File: src/hw/clk_ctrl_pkg.sv
// Constants, register map and types for the system clock control block.
// Assumes a 32-bit AXI4-Lite master; each 16-bit register sits in one aligned word.
package clk_ctrl_pkg;

   // ----------------------------------------------------------------
   // Bus widths and responses
   // ----------------------------------------------------------------
   localparam int unsigned ADDR_W      = 18;
   localparam int unsigned DATA_W      = 32;
   localparam int unsigned REG_W       = 16;
   localparam logic [1:0]  RESP_OKAY   = 2'h0;
   localparam logic [1:0]  RESP_SLVERR = 2'h2;
   localparam logic [1:0]  RESP_DECERR = 2'h3;

   // ----------------------------------------------------------------
   // Register indices (byte address is four times the index)
   // ----------------------------------------------------------------
   localparam logic [15:0] IDX_HS_PRESCALE = 16'h701A;
   localparam logic [15:0] IDX_LS_PRESCALE = 16'h701B;
   localparam logic [15:0] IDX_CLOCK_GATE  = 16'h701C;
   localparam logic [15:0] IDX_LOW_POWER_0 = 16'h701E;
   localparam logic [15:0] IDX_LOW_POWER_1 = 16'h701F;
   localparam logic [15:0] IDX_RATIO       = 16'h7021;
   localparam logic [15:0] IDX_SYS_STATUS  = 16'h7022;
   localparam logic [15:0] IDX_WD_COUNT    = 16'h7023;
   localparam logic [15:0] IDX_WD_KEY      = 16'h7025;
   localparam logic [15:0] IDX_WD_CONTROL  = 16'h7029;
   localparam logic [15:0] IDX_ACCESS_CTRL = 16'h7040;

   localparam int unsigned NUM_SLOTS = 11;
   localparam logic [3:0]  SLOT_HS     = 4'h0;
   localparam logic [3:0]  SLOT_LS     = 4'h1;
   localparam logic [3:0]  SLOT_GATE   = 4'h2;
   localparam logic [3:0]  SLOT_RATIO  = 4'h5;
   localparam logic [3:0]  SLOT_ACCESS = 4'hA;
   localparam logic [3:0]  SLOT_NONE   = 4'hF;
   localparam logic [15:0] SLOT_INDEX [NUM_SLOTS] = '{
      IDX_HS_PRESCALE, IDX_LS_PRESCALE, IDX_CLOCK_GATE, IDX_LOW_POWER_0,
      IDX_LOW_POWER_1, IDX_RATIO, IDX_SYS_STATUS, IDX_WD_COUNT,
      IDX_WD_KEY, IDX_WD_CONTROL, IDX_ACCESS_CTRL};

   // ----------------------------------------------------------------
   // Fields and reset values
   // ----------------------------------------------------------------
   localparam int unsigned RATIO_W      = 4;
   localparam logic [3:0]  RATIO_RESET  = 4'h0;
   localparam logic [3:0]  RATIO_BYPASS = 4'h0;
   localparam logic [3:0]  RATIO_MAX    = 4'hA;
   localparam logic [15:0] GEN_RESET    = 16'h0000;
   localparam int unsigned PRESCALE_W   = 3;
   localparam int unsigned ACC_ALLOW_BIT    = 0;
   localparam int unsigned ACC_SETTLED_BIT  = 1;
   localparam int unsigned ACC_DISABLED_BIT = 2;
   localparam int unsigned ACC_LIMP_BIT     = 3;

   // ----------------------------------------------------------------
   // Timing
   // ----------------------------------------------------------------
   localparam int unsigned SETTLE_INPUT_CYCLES = 131072;
   localparam int unsigned SETTLE_W            = 18;

   typedef enum logic [2:0] {
      ST_IDLE  = 3'h1,
      ST_BRESP = 3'h2,
      ST_RRESP = 3'h4
   } bus_state_t;

endpackage : clk_ctrl_pkg

File: src/hw/settle_timer.sv
// Down counter that reports when the clock multiplier has had time to lock.
// Assumes start is a one-cycle pulse on aclk; a new start restarts the count.
`timescale 1ns/1ps
module settle_timer
   import clk_ctrl_pkg::*;
#(
   parameter int unsigned CYCLES = SETTLE_INPUT_CYCLES
)
(
   input  wire logic aclk,
   input  wire logic aresetn,
   input  wire logic start,
   output logic      done
);

   logic [SETTLE_W-1:0] count_reg;
   logic [SETTLE_W-1:0] count_next;

   always_comb
   begin
      count_next = count_reg;
      if (start)
         count_next = SETTLE_W'(CYCLES);
      else if (count_reg != '0)
         count_next = count_reg - SETTLE_W'(1);
   end

   always_ff @(posedge aclk)
   begin
      if (!aresetn)
         count_reg <= '0;
      else
         count_reg <= count_next;
   end

   // Reset leaves the multiplier bypassed, so it counts as settled
   assign done = (count_reg == '0);

endmodule : settle_timer

File: src/hw/pll_ratio_system_clock_control.sv
// System clock control: ratio register, clock control register map, prescaler ticks.
// Assumes an AXI4-Lite master on aclk and an analog multiplier fed by the outputs.
// Contract
// - Low four bits of the ratio register are read/write, reset to zero.
// - Clock is input times n over two; code zero bypasses; codes above ten refused.
// - Upper twelve bits of the ratio register read zero and store nothing.
// - Only the external reset clears the ratio; debugger reset leaves it.
// - Clock, prescaler, low-power and watchdog registers need protected access enabled.
// - Core clock input and system clock output run at one frequency.
// - Two prescalers derive fast and slow peripheral clocks, plus a gate register.
// - Disable pin low during reset removes the multiplier and the halving.
// - With a non-zero ratio and the multiplier not disabled, a limp clock takes over when input clock vanishes.
`timescale 1ns/1ps
module pll_ratio_system_clock_control
   import clk_ctrl_pkg::*;
#(
   parameter int unsigned SETTLE_CYCLES = SETTLE_INPUT_CYCLES
)
(
   input  wire logic                aclk,
   input  wire logic                aresetn,
   input  wire logic                debug_reset,
   input  wire logic                multiplier_disable_pin_n,
   input  wire logic                input_clock_present,
   input  wire logic [ADDR_W-1:0]   awaddr,
   input  wire logic                awvalid,
   output logic                     awready,
   input  wire logic [DATA_W-1:0]   wdata,
   input  wire logic [DATA_W/8-1:0] wstrb,
   input  wire logic                wvalid,
   output logic                     wready,
   output logic [1:0]               bresp,
   output logic                     bvalid,
   input  wire logic                bready,
   input  wire logic [ADDR_W-1:0]   araddr,
   input  wire logic                arvalid,
   output logic                     arready,
   output logic [DATA_W-1:0]        rdata,
   output logic [1:0]               rresp,
   output logic                     rvalid,
   input  wire logic                rready,
   output logic [RATIO_W-1:0]       ratio_code,
   output logic                     multiplier_bypass,
   output logic                     multiplier_disabled,
   output logic                     divide_by_two,
   output logic                     settle_done,
   output logic                     limp_clock_select,
   output logic                     fast_periph_tick,
   output logic                     slow_periph_tick,
   output logic [REG_W-1:0]         periph_clock_gates
);

   // ----------------------------------------------------------------
   // Address decode
   // ----------------------------------------------------------------
   function automatic logic [3:0] slot_of(input logic [ADDR_W-1:0] addr);
      logic [3:0] slot;
      slot = SLOT_NONE;
      if (addr[1:0] == 2'h0)
         for (int i = 0; i < NUM_SLOTS; i++)
            if (addr[ADDR_W-1:2] == SLOT_INDEX[i])
               slot = 4'(i);
      return slot;
   endfunction : slot_of

   function automatic logic [REG_W-1:0] merge(input logic [REG_W-1:0] old_val,
                                              input logic [REG_W-1:0] new_val,
                                              input logic [1:0]       strb);
      return {strb[1] ? new_val[15:8] : old_val[15:8],
              strb[0] ? new_val[7:0]  : old_val[7:0]};
   endfunction : merge

   // ----------------------------------------------------------------
   // Strap and pin synchronisers
   // ----------------------------------------------------------------
   logic strap_meta_reg;
   logic strap_sync_reg;
   logic clk_meta_reg;
   logic clk_sync_reg;
   logic strap_taken_reg;
   logic strap_taken_next;
   logic disabled_reg;
   logic disabled_next;

   always_ff @(posedge aclk)
   begin
      strap_meta_reg <= multiplier_disable_pin_n;
      strap_sync_reg <= strap_meta_reg;
      clk_meta_reg   <= input_clock_present;
      clk_sync_reg   <= clk_meta_reg;
   end

   // Level caught in the first cycle after release still reflects the reset period
   always_comb
   begin
      strap_taken_next = 1'b1;
      disabled_next    = disabled_reg;
      if (!strap_taken_reg)
         disabled_next = !strap_sync_reg;
   end

   always_ff @(posedge aclk)
   begin
      if (!aresetn)
      begin
         strap_taken_reg <= 1'b0;
         disabled_reg    <= 1'b0;
      end
      else
      begin
         strap_taken_reg <= strap_taken_next;
         disabled_reg    <= disabled_next;
      end
   end

   // ----------------------------------------------------------------
   // Register bus
   // ----------------------------------------------------------------
   bus_state_t              state_reg;
   bus_state_t              state_next;
   logic                    aw_have_reg;
   logic                    aw_have_next;
   logic                    w_have_reg;
   logic                    w_have_next;
   logic [ADDR_W-1:0]       aw_addr_reg;
   logic [ADDR_W-1:0]       aw_addr_next;
   logic [REG_W-1:0]        w_data_reg;
   logic [REG_W-1:0]        w_data_next;
   logic [1:0]              w_strb_reg;
   logic [1:0]              w_strb_next;
   logic [1:0]              bresp_reg;
   logic [1:0]              bresp_next;
   logic [1:0]              rresp_reg;
   logic [1:0]              rresp_next;
   logic [DATA_W-1:0]       rdata_reg;
   logic [DATA_W-1:0]       rdata_next;
   logic [REG_W-1:0]        regs_reg  [NUM_SLOTS];
   logic [REG_W-1:0]        regs_next [NUM_SLOTS];
   logic                    ratio_start;
   logic                    wr_fire;
   logic [3:0]              wr_slot;
   logic [3:0]              rd_slot;
   logic [ADDR_W-1:0]       wr_addr;
   logic [REG_W-1:0]        wr_val;
   logic [1:0]              wr_strb;
   logic                    allow;
   logic [REG_W-1:0]        status_word;

   assign allow   = regs_reg[SLOT_ACCESS][ACC_ALLOW_BIT];
   assign awready = (state_reg == ST_IDLE) && !aw_have_reg;
   assign wready  = (state_reg == ST_IDLE) && !w_have_reg;
   // Writes win over reads when both arrive together
   assign arready = (state_reg == ST_IDLE) && !aw_have_reg && !w_have_reg
                    && !awvalid && !wvalid;
   assign wr_addr = aw_have_reg ? aw_addr_reg : awaddr;
   assign wr_val  = w_have_reg ? w_data_reg : wdata[REG_W-1:0];
   assign wr_strb = w_have_reg ? w_strb_reg : wstrb[1:0];
   assign wr_fire = (aw_have_reg || (awvalid && awready))
                    && (w_have_reg || (wvalid && wready));
   assign wr_slot = slot_of(wr_addr);
   assign rd_slot = slot_of(araddr);

   always_comb
   begin
      status_word                   = GEN_RESET;
      status_word[ACC_ALLOW_BIT]    = allow;
      status_word[ACC_SETTLED_BIT]  = settle_done;
      status_word[ACC_DISABLED_BIT] = disabled_reg;
      status_word[ACC_LIMP_BIT]     = limp_clock_select;
   end

   always_comb
   begin
      state_next   = state_reg;
      aw_have_next = aw_have_reg;
      w_have_next  = w_have_reg;
      aw_addr_next = aw_addr_reg;
      w_data_next  = w_data_reg;
      w_strb_next  = w_strb_reg;
      bresp_next   = bresp_reg;
      rresp_next   = rresp_reg;
      rdata_next   = rdata_reg;
      regs_next    = regs_reg;
      ratio_start  = 1'b0;
      // Debugger reset clears every register but the ratio code
      if (debug_reset)
         for (int i = 0; i < NUM_SLOTS; i++)
            if (4'(i) != SLOT_RATIO)
               regs_next[i] = GEN_RESET;
      case (state_reg)
         ST_IDLE:
         begin
            if (awvalid && awready)
            begin
               aw_have_next = 1'b1;
               aw_addr_next = awaddr;
            end
            if (wvalid && wready)
            begin
               w_have_next = 1'b1;
               w_data_next = wdata[REG_W-1:0];
               w_strb_next = wstrb[1:0];
            end
            if (wr_fire)
            begin
               aw_have_next = 1'b0;
               w_have_next  = 1'b0;
               state_next   = ST_BRESP;
               bresp_next   = RESP_OKAY;
               if (wr_slot == SLOT_NONE)
                  bresp_next = RESP_DECERR;
               else if (wr_slot != SLOT_ACCESS && !allow)
                  bresp_next = RESP_SLVERR;
               else if (wr_slot == SLOT_RATIO)
               begin
                  if (wr_strb[0] && wr_val[RATIO_W-1:0] > RATIO_MAX)
                     bresp_next = RESP_SLVERR;
                  else if (wr_strb[0])
                  begin
                     regs_next[SLOT_RATIO] = {12'h000, wr_val[RATIO_W-1:0]};
                     ratio_start           = 1'b1;
                  end
               end
               else if (wr_slot == SLOT_ACCESS)
               begin
                  if (wr_strb[0])
                     regs_next[SLOT_ACCESS] = {15'h0000, wr_val[ACC_ALLOW_BIT]};
               end
               else
                  regs_next[wr_slot] = merge(regs_reg[wr_slot], wr_val, wr_strb);
            end
            else if (arvalid && arready)
            begin
               state_next = ST_RRESP;
               rresp_next = RESP_OKAY;
               rdata_next = '0;
               if (rd_slot == SLOT_NONE)
                  rresp_next = RESP_DECERR;
               else if (rd_slot == SLOT_ACCESS)
                  rdata_next = {16'h0000, status_word};
               else if (!allow)
                  rresp_next = RESP_SLVERR;
               else
                  rdata_next = {16'h0000, regs_reg[rd_slot]};
            end
         end
         ST_BRESP:
            if (bready)
               state_next = ST_IDLE;
         ST_RRESP:
            if (rready)
               state_next = ST_IDLE;
         default:
            state_next = ST_IDLE;
      endcase
   end

   always_ff @(posedge aclk)
   begin
      if (!aresetn)
      begin
         state_reg   <= ST_IDLE;
         aw_have_reg <= 1'b0;
         w_have_reg  <= 1'b0;
         aw_addr_reg <= '0;
         w_data_reg  <= '0;
         w_strb_reg  <= 2'h0;
         bresp_reg   <= RESP_OKAY;
         rresp_reg   <= RESP_OKAY;
         rdata_reg   <= '0;
         for (int i = 0; i < NUM_SLOTS; i++)
            regs_reg[i] <= GEN_RESET;
      end
      else
      begin
         state_reg   <= state_next;
         aw_have_reg <= aw_have_next;
         w_have_reg  <= w_have_next;
         aw_addr_reg <= aw_addr_next;
         w_data_reg  <= w_data_next;
         w_strb_reg  <= w_strb_next;
         bresp_reg   <= bresp_next;
         rresp_reg   <= rresp_next;
         rdata_reg   <= rdata_next;
         regs_reg    <= regs_next;
      end
   end

   assign bvalid = (state_reg == ST_BRESP);
   assign bresp  = bresp_reg;
   assign rvalid = (state_reg == ST_RRESP);
   assign rresp  = rresp_reg;
   assign rdata  = rdata_reg;

   // ----------------------------------------------------------------
   // Multiplier controls
   // ----------------------------------------------------------------
   settle_timer #(
      .CYCLES (SETTLE_CYCLES)
   ) u_settle (
      .aclk    (aclk),
      .aresetn (aresetn),
      .start   (ratio_start),
      .done    (settle_done)
   );

   // Core and output clock share one ratio, so one set of controls serves both
   assign ratio_code          = regs_reg[SLOT_RATIO][RATIO_W-1:0];
   assign multiplier_disabled = disabled_reg;
   assign multiplier_bypass   = disabled_reg || (ratio_code == RATIO_BYPASS);
   assign divide_by_two       = !disabled_reg;
   // Limp mode only exists while the multiplier is actually in use
   assign limp_clock_select   = !disabled_reg && (ratio_code != RATIO_BYPASS)
                                && !clk_sync_reg;
   assign periph_clock_gates  = regs_reg[SLOT_GATE];

   // ----------------------------------------------------------------
   // Peripheral clock prescalers: divide by 2n, n zero passes every cycle
   // ----------------------------------------------------------------
   logic [1:0] pre_tick;

   for (genvar p = 0; p < 2; p++)
   begin : g_pre
      logic [3:0] cnt_reg;
      logic [3:0] cnt_next;
      logic [3:0] reload;
      assign reload = {regs_reg[p][PRESCALE_W-1:0], 1'b0} - 4'h1;
      always_comb
      begin
         cnt_next = cnt_reg - 4'h1;
         if (cnt_reg == 4'h0 || cnt_reg > reload)
            cnt_next = reload;
      end
      always_ff @(posedge aclk)
      begin
         if (!aresetn)
            cnt_reg <= 4'h0;
         else
            cnt_reg <= cnt_next;
      end
      assign pre_tick[p] = (regs_reg[p][PRESCALE_W-1:0] == 3'h0) || (cnt_reg == 4'h0);
   end

   assign fast_periph_tick = pre_tick[SLOT_HS[0]];
   assign slow_periph_tick = pre_tick[SLOT_LS[0]];
endmodule : pll_ratio_system_clock_control

File: config.mk
export PLATFORM = sky130hd
export DESIGN_NAME = pll_ratio_system_clock_control
export DESIGN_NICKNAME = d
export VERILOG_FILES = /design/src/hw/clk_ctrl_pkg.sv /design/src/hw/settle_timer.sv /design/src/hw/pll_ratio_system_clock_control.sv
export SDC_FILE = /design/constraint.sdc
export NUM_CORES = 1
export LEC_CHECK = 0
export BUFFER_PORTS_ARGS = -buffer_cell sky130_fd_sc_hd__buf_2
export CAP_MARGIN = 10
export CELL_PAD_IN_SITES_DETAIL_PLACEMENT = 1
export CELL_PAD_IN_SITES_GLOBAL_PLACEMENT = 1
export CORE_MARGIN = 10
export CORE_UTILIZATION = 35
export DETAILED_ROUTE_END_ITERATION = 12
export PLACE_DENSITY = 0.77
export SLEW_MARGIN = 0
export SYNTH_ARGS = -nofsm -noshare
export SYNTH_HDL_FRONTEND = slang
export SYNTH_HIERARCHICAL = 1
export SYNTH_SLANG_ARGS = --single-unit
File: constraint.sdc
create_clock -name aclk -period 3.8 [get_ports aclk]
set_input_delay 0.19 -clock aclk [delete_from_list [all_inputs] [get_ports aclk]]
set_output_delay 0.19 -clock aclk [all_outputs]
set_load 0.02 [all_outputs]
# Yosys cells after proc, flatten, opt, wreduce, memory -nomap -nowiden
# Index checks and enable logic that the tools add are counted.
# Widths: inputs -> output; s select.
# classes
addsub	5
magnitude_cmp	6
n_eq_ne	37
mux	83
bitwise_logic	6
n_reduce_logical	51
# op_table
operator	n
$mux 176	4
$eq 16x15->1 const B	22
$mux 80	4
$mux 16	14
$bwmux 176	1
$mux 160	1
$bmux 16 s4	2
$mux 4	26
$demux 16 s4	1
$mux 18	3
$logic_not 18->1	1
$reduce_bool 18->1	1
$sub 18x1->18 const B	1
$eq 4x4->1 const B	4
$mux 2	8
$mux 8	2
$sub 4x1->4 const B	4
$logic_and 1x1->1	14
$logic_not 4->1	3
$mux 1	12
$mux 3	4
$ge 5x5->1 const B	2
$not 4->5	2
$reduce_and 2->1	5
other kinds (22)	47
# word_totals
ff_bits	285
input_bits	82
out_inout_bits	68
elab_cells	218

# Logic depth before layout (Yosys ltp)
# Gate-level depths: netlist of run 1.
# depth
depth_word	26
depth_mapped	16
depth_no_buf	12

# Cells and area by module
# The synthesis of run 1 kept the hierarchy.
# by_module_without_submodules
module	instances	cells_each	area_per_inst_um2	seq_area_each_um2
pll_ratio_system_clock_control	1	1634	14149.8	5024.8
settle_timer	1	120	1006.0	360.3

# Worst setup path before layout of run 1
# Ideal clock, no wire load.
# synth_timing
kind	register to register
startpoint	register aw_have_reg
endpoint	register u_settle.count_reg[12]
setup_time_ps	132
t_arrival_ps	3352
required_ps	3668
slack_ps	316
stages_incl_launch_ff	15
n_path_buf	4
period_less_slack_ps	3484
path_cell_list	dfxtp_1 buf_6 or3_4 a222oi_1 nand2_1 a2111o_1 nand2b_1 buf_4 nor3_4 nand3_1 inv_1 nand2b_1 buf_1 clkbuf_1 a21oi_1
# synth_between
elab_chain_cells	21
word_cells_on_any_way	40
classes_between	14 x eq/ne; 18 x mux; 8 x reduce/logical
# synth_rtl
item	line	rtl
start: declaration	pll_ratio_system_clock_control.sv:121	logic aw_have_reg;
start signal: assignment	pll_ratio_system_clock_control.sv:277	aw_have_reg <= aw_have_next;
$mux 18	pll_ratio_system_clock_control.sv:155	assign wr_addr = aw_have_reg ? aw_addr_reg : awaddr;
$eq 16x15->1	pll_ratio_system_clock_control.sv:61	if (addr[ADDR_W-1:2] == SLOT_INDEX[i])
$mux 4 (11 in a row)	pll_ratio_system_clock_control.sv:61	
$mux 4	pll_ratio_system_clock_control.sv:59	if (addr[1:0] == 2'h0)
$eq 4x3->1 or $ne 4x4->1 (tied branches)	pll_ratio_system_clock_control.sv:214, pll_ratio_system_clock_control.sv:212	
$mux 1 or $logic_and 1x1->1 (tied branches)	pll_ratio_system_clock_control.sv:214, pll_ratio_system_clock_control.sv:212	
$mux 1	pll_ratio_system_clock_control.sv:212	else if (wr_slot != SLOT_ACCESS && !allow)
$mux 1	pll_ratio_system_clock_control.sv:210	if (wr_slot == SLOT_NONE)
$mux 1 (*)	pll_ratio_system_clock_control.sv:204	if (wr_fire)
$mux 1 (*)	pll_ratio_system_clock_control.sv:190	case (state_reg)
net ratio_start	pll_ratio_system_clock_control.sv:139	logic ratio_start;
$reduce_or 2->1 (no line) (*)	--	
end signal: assignment	settle_timer.sv:33	count_reg <= count_next;
end: declaration	settle_timer.sv:16	logic [SETTLE_W-1:0] count_reg;
# Mark *: on every way through the listed nets, which the timed path passes. The rest lies on a longest branch.
# A chain may end at the register's enable or synchronous reset.

# Final worst setup path of run 1
# layout_timing
startpoint	register aw_have_reg
endpoint	register regs_reg[70] (netlist bit)
# layout_between
elab_chain_cells	26
word_cells_on_any_way	52
classes_between	2 x order compare; 15 x eq/ne; 26 x mux; 1 x bitwise; 8 x reduce/logical
# layout_rtl
item	line	rtl
$mux 18	pll_ratio_system_clock_control.sv:155	
$eq 16x15->1	pll_ratio_system_clock_control.sv:61	
$mux 4 (11 in a row)	pll_ratio_system_clock_control.sv:61	
$mux 4	pll_ratio_system_clock_control.sv:59	
$not 4->5 (not written as such)	pll_ratio_system_clock_control.sv:230	regs_next[wr_slot] = merge(regs_reg[wr_slot], wr_val, wr_strb);
$ge 5x5->1 (not written as such), or another cell as far along	pll_ratio_system_clock_control.sv:230	
$logic_and 1x1->1 (not written as such) or $mux 16 (tied branches)	pll_ratio_system_clock_control.sv:230	
$mux 16 (not written as such)	pll_ratio_system_clock_control.sv:230	
$demux 16 s4 or $mux 8 (tied branches)	pll_ratio_system_clock_control.sv:230, pll_ratio_system_clock_control.sv:70	
$bwmux 176	pll_ratio_system_clock_control.sv:230	
$mux 160	pll_ratio_system_clock_control.sv:224	else if (wr_slot == SLOT_ACCESS)
$mux 80	pll_ratio_system_clock_control.sv:214	else if (wr_slot == SLOT_RATIO)
$mux 176	pll_ratio_system_clock_control.sv:212	
$mux 176	pll_ratio_system_clock_control.sv:210	
$mux 176 (*)	pll_ratio_system_clock_control.sv:204	
$mux 176 (*)	pll_ratio_system_clock_control.sv:190	
end signal: assignment	pll_ratio_system_clock_control.sv:285	regs_reg <= regs_next;
end: declaration	pll_ratio_system_clock_control.sv:137	logic [REG_W-1:0] regs_reg [NUM_SLOTS];
# Every way passes the cells marked *; elsewhere a longest branch is shown, timed or not. The select of a mux whose other input is x is not followed.

==> results of run 1 <==
[repair_timing]
| item | in CTS | in global routing |
|---|---|---|
| hold buffers | 41 | 0 |
| resized for setup | 0 | 8 |
| setup buffers | 0 | 3 |
| hold endpoints to repair | 41 | 0 |
| endpoints found under the setup margin | 0 | 117 |
[power groups by stage]
stage / logic, µW / clock network, µW / registers (µW)
after floorplan: 1420 / 0 / 3220
after global placement: 1940 / 0 / 3250
after detailed placement: 2030 / 0 / 3270
after CTS: 2070 / 3180 / 3210
after global routing: 2310 / 3310 / 3240
final: 2120 / 3160 / 3210
[tightest hold or removal path: stages]
cell     delay, ps
buf_2          120
a21oi_1        110
nor2_1         170
[metal layers]
layer  share of wire (%)  routed length [µm]  global-route usage, %
met4                 4.8                3128                  10.33
met5               0.036                  23                      0
met3                 7.7                4985                  5.076
met1                  42               26920                  29.31
met2                  46               29530                  38.60
[layout make-up]
class	count	area, µm²
fillers	5109	24780
multi-input cells	1302	8855
flip-flops and latches	269	5385
repair buffers	274	2034
clock buffers	47	905.9
well taps	585	732.0
clock inverters	8	142.6
inverters	37	140.1
diodes	3	7.507
[layout by cell type, fill, tap and decap left out, types with 8 or more instances in the layout]
cell           instances
dfxtp_1              269
nand2_1              198
a21oi_1              127
and3_1               116
buf_2                115
buf_4                105
nor2_1                92
nand3_1               73
o21ai_0               51
nor3_1                43
a21o_1                41
dlygate4sd3_1         41
a31o_1                37
inv_1                 35
a211oi_1              35
mux4_2                32
clkbuf_16             31
o21ai_1               30
a311oi_1              26
mux2i_1               25
a22oi_1               24
and2_1                24
mux2_2                20
a31o_2                16
conb_1                16
nand3b_1              15
a31oi_1               14
ha_1                  14
or3_1                 13
o31ai_1               13
buf_12                13
nand4_1               12
or4_1                  9
clkbuf_1               9
nor4_1                 8
a311o_1                8
[path summary, 6_finish.rpt]
kind              slack [ps]                      from                       end
setup / recovery          40  aw_have_reg$_SDFFE_PN0P_   regs_reg[70]$_SDFF_PN0_
hold / removal            70                   awvalid  aw_have_reg$_SDFFE_PN0P_
setup reg to reg          40  aw_have_reg$_SDFFE_PN0P_   regs_reg[70]$_SDFF_PN0_
hold reg to reg          330      clk_meta_reg$_DFF_P_      clk_sync_reg$_DFF_P_
[kinds of logic after synthesis]
group / Yosys count / share of synthesized area, %
buffers and inverters: 198 / 6.811
adders and majority gates: 14 / 1.156
other: 1 / 0.02474
DFF: 269 / 35.53
AOI/OAI and AO/OA: 509 / 24.54
and+or+nand+nor: 679 / 23.64
muxes: 77 / 7.892
xor gates and xnor gates: 7 / 0.4045
[through the flow]
step	instances	hold WS (ps)	TNS (ps)	setup WS [ps]	power, µW
after global placement	2423	294.5	0	123.4	5194
final	2525	67.90	0	39.98	8500
after floorplan	1769	217.7	0	316.1	4635
after CTS	2519	25.19	0	10.36	8461
after global routing	2524	80.62	-402.8	-52.41	8860
after detailed placement	2423	294.5	0	26.44	5292
==> flow_summary.toml, run 1 <==
[clocking]
cts_htree_levels = 1
cts_buffers = 31
clk_pin_slew_ps = 60
cts-root-buf = "clkbuf_16"
clock_path_buffers = 3
clock-sinks = 269
clk-insertion-delay-late_ps = 580
cts_tree = "built"

[power_and_ir_drop]
ir_worst_vdd_mv = 0.3193
p_leak_uw = 0.007290
p_clk_share_pct = 37.2
pwr-share-seq_pct = 37.8
p_sw_share_pct = 33.63
p_sw_uw = 2859
combPwrFrac_pct = 25.0
p_int_uw = 5641
power_density_nw_per_um2 = 467.0

[floorplan]
core_um2 = 42980
start_util_pct = 35.26
dieArea_um2 = 52030
rows = 76
die_h_um = 228.1
pin_count = 150
die_x_um = 228.1

[worst_setup_path]
path_max_fanout = 32
end_kind = "register"
crit_buf_inv = 4
worst_r2r_path_depth = 12
slowest_stage = "a2111o_1"
slowest_delay_ps = 470
start_kind = "register"
crit_family = "simple AND/OR/NAND/NOR gates"
critical_path_required_ps = 4270
cp_common_cell = "buf_4"
critPathKind = "reg2reg"
worst-path-stages = 12
arrival_ps = 4230
cp_cell_sequence = "buf_12, or3b_1, a222oi_1, buf_4, nand2_1, a2111o_1, buf_4, nor2_1, nand3_1, buf_4, and3_1, a31o_2"

[timing]
hold_viol_final = 0
worst_pin_slew_ps = 992.0
setup_viol_count_final = 0
fin_worst_skew_ps = 12.52
relSlewSlack_pct = 33.87
max_freq_mhz = 266.0
drv_slew = 0
post-route-min-period_ps = 3760
fin_crit_sh_pct = 98.95

[cells_and_area]
nets = 2011
final_util_pct = 42.35
area_growth_pct = 20.10
fin_area_um2 = 18200
largest_reg_flops = 155
drive_above_1_share_pct = 21.32

[logic_synthesis]
synth_area_per_cell_um2 = 8.641
synth_common_cells = "269 x dfxtp_1, 200 x nand2_1, 127 x a21oi_1, 116 x and3_1, 94 x nor2_1"
synth_area_leader_cell = "dfxtp_1"
synth_cell_types = 103
ys_warn_count = 6
async_reset_ff_share_pct = 0
synth.area.top_cells = "dfxtp_1 36%, nand2_1 5.0%, and3_1 4.8%"
synth_top_area_share_pct = 35.53
synth_area_um2 = 15160
synth_seq_area_share_pct = 35.53
synth_seq_cells = 269
synth_most_common_cell = "dfxtp_1"
synthCells = 1754
synthFlopType = "dfxtp_1"
synth_edf_count = 0

[grt]
grt_pass1_wl_um = 97740
grt_usage_pct = 23.56
gr-total-overflow = 0
grt_pass1_vias = 15890
antenna_found_initial = 3
grt_max_degree = 92

[min_path]
hp-class = "in2reg"
hold_path_depth = 3

[routing]
vias = 15500
drc_errors = 0
routedWlPerCell_um = 25.58
first_iter_violations = 1466
ant_nets = 0
drt_wl_total_um = 64580
vias_per_cell = 6.138
drtPass1Iterations = 5

[place]
io_buffer_count = 115
place_hpwl_um = 43100
placed_cell_area_um2 = 16680
gp_congestion = 0.9284

[run]
max-cap-violations = 0

[outcome]
status = "complete, no violations"
(Power assumes the default switching activity.)
==> run 2: changes to the inputs <==
--- a/config.mk
+++ b/config.mk
@@ -5,6 +5,7 @@
 export SDC_FILE = /design/constraint.sdc
 export NUM_CORES = 1
 export LEC_CHECK = 0
+export ABC_AREA = 1
 export BUFFER_PORTS_ARGS = -buffer_cell sky130_fd_sc_hd__buf_2
 export CAP_MARGIN = 10
 export CELL_PAD_IN_SITES_DETAIL_PLACEMENT = 1
@@ -12,7 +13,7 @@
 export CORE_MARGIN = 10
 export CORE_UTILIZATION = 35
 export DETAILED_ROUTE_END_ITERATION = 12
-export PLACE_DENSITY = 0.77
+export PLACE_DENSITY = 0.81
 export SLEW_MARGIN = 0
 export SYNTH_ARGS = -nofsm -noshare
 export SYNTH_HDL_FRONTEND = slang
==> run 2 against run 1 <==
  * Synthesized cell count is 50% higher
  * Global-route usage grew 1.8 points
  * Clock power rose by 4%
  * Critical path depth grew 7
  * Synthesized area increased by 7.6%
  * Design area rose by 6.4%
  * Critical path type unchanged
  * Critical endpoint is now periph_clock_gates[10]$_SDFF_PN0_
==> flow_summary.toml, run 2 <==
[outcome]
status = "complete, no violations"

[logic_synthesis]
synthFlopType = "dfxtp_1"
ys_warn_count = 6
synthCells = 2623
synth_seq_area_share_pct = 33.03
synth_top_area_share_pct = 33.03
synth_cell_types = 55
synth_edf_count = 0
synth_area_per_cell_um2 = 6.216
synth_area_leader_cell = "dfxtp_1"
synth.area.top_cells = "dfxtp_1 33%, nand2_1 15%, a21oi_1 8.2%"
synth_common_cells = "668 x nand2_1, 281 x inv_1, 269 x dfxtp_1, 267 x a21oi_1, 253 x nor2_1"
synth_seq_cells = 269
async_reset_ff_share_pct = 0
synth_most_common_cell = "nand2_1"
synth_area_um2 = 16310

[timing]
rsz0062_at_grt = "no"
finalSetupTns_ps = 0
max_freq_mhz = 283.6
relSlewSlack_pct = 39.10
whs_ps = 51.58
fin_worst_skew_ps = 24.91
hold_viol_final = 0
post-route-min-period_ps = 3526
worst_pin_slew_ps = 909.5
drv_slew = 0
setup_viol_count_final = 0
fin_crit_sh_pct = 92.78

[worst_setup_path]
slowest_stage = "dfxtp_1"
cp_cell_sequence = "inv_4, nand2_1, nand2_1, nor2_4, nand3_1, nor2_1, nand3_1, inv_1, nor2_4, nand2_4, inv_2, nor2_8, buf_12, inv_1, nor2_2, nand2_2, inv_2, nand3_1, a21oi_1"
path_max_fanout = 34
critPathKind = "reg2reg"
worst_r2r_path_depth = 19
arrival_ps = 4000
crit_family = "simple AND/OR/NAND/NOR gates"
crit_buf_inv = 6
critical_path_required_ps = 4280
r2r_end = "periph_clock_gates[10]$_SDFF_PN0_"
slowest_delay_ps = 440
reg2reg_slack_ps = 270
start_kind = "register"
r2r-start = "aw_have_reg$_SDFFE_PN0P_"
end_kind = "register"
cp_common_cell = "nand3_1"

[routing]
drc_errors = 0
first_iter_violations = 1715
vias = 19230
routedWlPerCell_um = 21.58
ant_nets = 0
drtPass1Iterations = 5
drt_wl_total_um = 73430
vias_per_cell = 5.652

[min_path]
hp-class = "in2reg"
worst_hold_path.endpoint = "aw_addr_reg[3]$_SDFFE_PN0P_"
worst_hold_startpoint = "awvalid"
hold_path_depth = 3

[floorplan]
die_x_um = 235.8
start_util_pct = 35.25
core_um2 = 46260
dieArea_um2 = 55620
rows = 79
pin_count = 150
die_h_um = 235.8

[power_and_ir_drop]
finalPower_uw = 10030
p_leak_uw = 0.008470
power_density_nw_per_um2 = 518.0
ir_worst_vdd_mv = 0.3241

[clocking]
cts_htree_levels = 2
clock_path_buffers = 3
cts_buffers = 34
clk-insertion-delay-late_ps = 560
cts_tree = "built"
cts-root-buf = "clkbuf_16"
clk_pin_slew_ps = 60
clock-sinks = 269

[cells_and_area]
nets = 2869
largest_reg_flops = 155
final_util_pct = 41.85
most-common-layout-cells = "661 x nand2_1, 280 x inv_1, 269 x dfxtp_1"
num_antenna_cells = 0
layout.cells.most_common = "nand2_1"
area_growth_pct = 18.74
drive_above_1_share_pct = 13.02
final_cell_count_no_fill = 3402

[grt]
grt_max_degree = 55
antenna_found_initial = 1
grt_usage_pct = 25.37
gr-total-overflow = 0
grt_pass1_wl_um = 112900
grt_pass1_vias = 19410

[place]
dp.cells = 3300
place_hpwl_um = 53550
io_buffer_count = 115
gp_congestion = 0.9626

[run]
max-cap-violations = 0
run 2: cell count changes after synthesis, sizes merged, moves of 53 or more:
| cell | before | now |
|---|---|---|
| inv | 37 | 297 |
| o21ai | 85 | 201 |
| a31o | 53 | 0 |
| and3 | 116 | 1 |
| a21oi | 130 | 270 |
| nand4 | 12 | 79 |
| nand2 | 202 | 683 |
| nand3 | 74 | 217 |
| nor2 | 96 | 277 |
run 2: what timing repair did:
item	in CTS	in global routing
hold buffers	43	0
hold endpoints to repair	51	0
setup endpoints to repair	0	76
buffers inserted	0	1
gates resized for setup	0	15
run 2: per-layer routing:
layer | up-vias | GRT usage (%) | share of wire [%]
met1 | 9363 | 32.11 | 41
met4 | 2 | 10.88 | 4.3
li1 | 8824 | - | -
met2 | 837 | 41.06 | 45
met3 | 202 | 5.195 | 9.2
met5 | - | 0 | 0.025
run 2: area by class of cell:
cell class	count	area, µm²
multi-input combinational	1905	9089
inverter	303	1144
clock inverter	8	45.04
fill	6143	26900
sequential	269	5385
clock buffer	50	1065
tap	607	759.5
timing repair buffer	260	1874
run 2: worst max path at each step:
stage / startpoint / endpoint / slack [ps] / cells past startpoint
finish: aw_have_reg$_SDFFE_PN0P_ / periph_clock_gates[10]$_SDFF_PN0_ / 270 / 19
global route: aw_have_reg$_SDFFE_PN0P_ / regs_reg[36]$_SDFF_PN0_ / 10 / 19
CTS: aw_have_reg$_SDFFE_PN0P_ / regs_reg[36]$_SDFF_PN0_ / 210 / 19
detailed placement: aw_have_reg$_SDFFE_PN0P_ / u_settle/count_reg[2]$_SDFFE_PP0P_ / 220 / 22
global placement: aw_have_reg$_SDFFE_PN0P_ / regs_reg[42]$_SDFF_PN0_ / 320 / 19
floorplan: state_reg[0]$_SDFFE_PN1P_ / u_settle/count_reg[10]$_SDFFE_PP0P_ / 420 / 17
run 2: kinds of logic (layout without fill, tap and decap cells):
logic type,Yosys count,after routing,synth area share [%]
adder cells (fa/ha/maj),14,14,1.074
buffers and inverters,464,621,11.95
flip-flops,269,269,33.03
AO/OA/AOI/OAI,538,538,17.82
AND/OR/NAND/NOR,1317,1317,35.04
XOR/XNOR,20,20,1.074
other,1,16,0.02300
run 2: tightest hold or removal path, cell delays in order:
cell and delay (ps):
buf_2 190, nand3_1 110, a21oi_1 60
run 2: stage by stage:
stage          setup WS (ps)  instance area [µm²]
5_1_grt                9.933                19360
4_1_cts                205.5                19290
3_5_place_dp           219.8                17750
6_report               274.3                19360
2_1_floorplan          418.4                16360
3_3_place_gp           321.2                17750
run 2: where the power goes:
part           leakage [µW]  switching (µW)  total (µW)  internal, µW
logic               0.00573            2350        3330           975
clock network      0.000549            1350        3280          1930
registers           0.00219             249        3420          3170
total               0.00847            3950       10000          6080
==> run 3: changes to the inputs <==
--- a/config.mk
+++ b/config.mk
@@ -5,15 +5,14 @@
 export SDC_FILE = /design/constraint.sdc
 export NUM_CORES = 1
 export LEC_CHECK = 0
-export ABC_AREA = 1
-export BUFFER_PORTS_ARGS = -buffer_cell sky130_fd_sc_hd__buf_2
 export CAP_MARGIN = 10
 export CELL_PAD_IN_SITES_DETAIL_PLACEMENT = 1
 export CELL_PAD_IN_SITES_GLOBAL_PLACEMENT = 1
 export CORE_MARGIN = 10
 export CORE_UTILIZATION = 35
 export DETAILED_ROUTE_END_ITERATION = 12
-export PLACE_DENSITY = 0.81
+export DONT_BUFFER_PORTS = 1
+export PLACE_DENSITY = 0.73
 export SLEW_MARGIN = 0
 export SYNTH_ARGS = -nofsm -noshare
 export SYNTH_HDL_FRONTEND = slang
==> run 3 against run 2 <==
  * The run now ends with negative setup slack left
  * Non-clock buffer count is 99 lower
  * Register-to-register slack lost 310 ps
  * Critical path type unchanged
  * Total power is 16% lower
  * Cell count fell by 29%
  * Largest power group unchanged
  * Critical endpoint is now regs_reg[105]$_SDFF_PN0_
  * Count of clock-buffer cells in the layout is 5 lower
  * Routed wire length decreased by 12%
  * Global-route usage decreased by 1.9 points
  * Largest cell class unchanged
==> flow_summary.toml, run 3 (synthesis results as in run 1) <==
[outcome]
status = "complete, but fails checks"
violations = "negative setup slack"

[worst_setup_path]
cp_cell_sequence = "buf_12, nand4_1, o22a_1, or3_1, or4_1, buf_4, a311oi_1, o31ai_4, mux2i_1"
worst_r2r_path_depth = 9
slowest_stage = "or4_1"
arrival_ps = 4340
r2r-start = "aw_have_reg$_SDFFE_PN0P_"
start_kind = "register"
reg2reg_slack_ps = -40
slowest_delay_ps = 920
critical_path_required_ps = 4300
end_kind = "register"
path_max_fanout = 32
r2r_end = "regs_reg[105]$_SDFF_PN0_"
critPathKind = "reg2reg"

[floorplan]
pin_count = 150
start_util_pct = 35.26
dieArea_um2 = 52030
core_um2 = 42980
rows = 76
die_x_um = 228.1
die_h_um = 228.1

[routing]
routedWlPerCell_um = 26.73
drtPass1Iterations = 5
vias_per_cell = 6.186
vias = 14910
drc_errors = 0
first_iter_violations = 1278
ant_nets = 0
drt_wl_total_um = 64410

[min_path]
worst_hold_path.endpoint = "regs_reg[100]$_SDFF_PN0_"
hp-class = "in2reg"
hold_path_depth = 3
worst_hold_startpoint = "aresetn"

[timing]
hold_viol_final = 0
worst_pin_slew_ps = 1143
fin_ws_ps = -36.78
drv_slew = 0
relSlewSlack_pct = 22.77
rsz0062_at_grt = "yes"
setup_viol_count_final = 4
fin_crit_sh_pct = 101.0
fin_worst_skew_ps = 19.50
post-route-min-period_ps = 3837
finalSetupTns_ps = -48.37
max_freq_mhz = 260.6

[power_and_ir_drop]
finalPower_uw = 8410
power_density_nw_per_um2 = 476.2
p_leak_uw = 0.006769
ir_worst_vdd_mv = 0.3377

[clocking]
cts-root-buf = "clkbuf_16"
clk-insertion-delay-late_ps = 590
cts_htree_levels = 1
cts_buffers = 31
clock-sinks = 269
cts_tree = "built"
clock_path_buffers = 3
clk_pin_slew_ps = 70

[cells_and_area]
final_cell_count_no_fill = 2410
drive_above_1_share_pct = 16.57
area_growth_pct = 16.53
layout.cells.most_common = "dfxtp_1"
largest_reg_flops = 155
nets = 1898
most-common-layout-cells = "269 x dfxtp_1, 199 x nand2_1, 127 x a21oi_1"
nFillCells = 5048
multi_input_area_um2 = 8907
seqCellArea_um2 = 5385

[place]
io_buffer_count = 0
gp_congestion = 0.9121
place_hpwl_um = 43270
dp.cells = 2301

[grt]
grt_usage_pct = 23.44
antenna_found_initial = 3
grt_max_degree = 51
grt_pass1_vias = 15090
grt_pass1_wl_um = 96190
gr-total-overflow = 0

[run]
max-cap-violations = 0
[run 3: cell types whose count changed in the layout (fill, tap and decap cells not counted), moves of 32 or more]
cell / delta
nand2_1: -462
inv_1: -244
nor2_1: -157
nand3_1: -140
a21oi_1: -137
o21ai_0: -135
and3_1: +115
buf_2: -114
nand4_1: -66
a21o_1: +41
a31o_1: +37
a211oi_1: +34
mux4_2: +32
[run 3: power by group]
group          leakage [µW]  internal, µW  switching, µW
Clock              0.000507          1870           1260
Combinational       0.00408           698           1340
Sequential          0.00218          3010            224
Total               0.00677          5580           2830
[run 3: worst max-delay path: cells and delay by family, from the launching register on]
family	cells	cell delay (ps)
mux	1	220
simple gates	3	1620
buf+inv	2	520
compound gates	3	1000
flops	1	380
[run 3: through the flow]
| stage | instance area, µm² | utilization [%] | hold slack (ps) | setup WS [ps] |
|---|---|---|---|---|
| after global routing | 17660 | 41.08 | 57.15 | -245.9 |
| after detailed placement | 16000 | 37.22 | 217.8 | 3.202 |
| final | 17660 | 41.09 | 57.64 | -36.78 |
| after global placement | 16000 | 37.22 | 217.8 | 122.9 |
| after floorplan | 15210 | - | 217.7 | 316.1 |
| after CTS | 17520 | 40.75 | 24.27 | 3.544 |
[run 3: final cells by class]
class	count	share of cell area [%]
Timing Repair Buffer	161	8.239
Clock buffer	45	5.030
Clock inverter	9	0.8360
Tap cell	585	4.145
Inverter	37	0.7935
Multi-Input combinational cell	1302	50.44
Antenna cell	2	0.02834
Sequential cell	269	30.49
[run 3: worst max-delay path by stage]
stage                              from                                   to  cells past startpoint
2_1_floorplan  aw_have_reg$_SDFFE_PN0P_  u_settle/count_reg[12]$_SDFFE_PP0P_                     14
3_3_place_gp   aw_have_reg$_SDFFE_PN0P_     periph_clock_gates[8]$_SDFF_PN0_                      9
3_5_place_dp   aw_have_reg$_SDFFE_PN0P_  u_settle/count_reg[10]$_SDFFE_PP0P_                     12
4_1_cts        aw_have_reg$_SDFFE_PN0P_             regs_reg[173]$_SDFF_PN0_                     11
5_1_grt        aw_have_reg$_SDFFE_PN0P_  u_settle/count_reg[17]$_SDFFE_PN0P_                     14
6_report       aw_have_reg$_SDFFE_PN0P_             regs_reg[105]$_SDFF_PN0_                      9
[run 3: timing repair]
item,in CTS,in global routing
cloned,0,0
pin swaps,1,5
setup endpoints to repair,1,146
hold endpoints to repair,124,6
hold buffers,47,1
buffers inserted,0,5
resized for setup,0,18
[run 3: per-layer routing]
metal	GRT usage, %	up-vias	part of all wire, %	routed length, µm
met3	5.510	173	8.8	5695
li1	-	6611	-	-
met5	0	-	0.025	16
met4	9.852	2	4.3	2768
met2	38.07	682	46	29550
met1	29.28	7441	41	26380
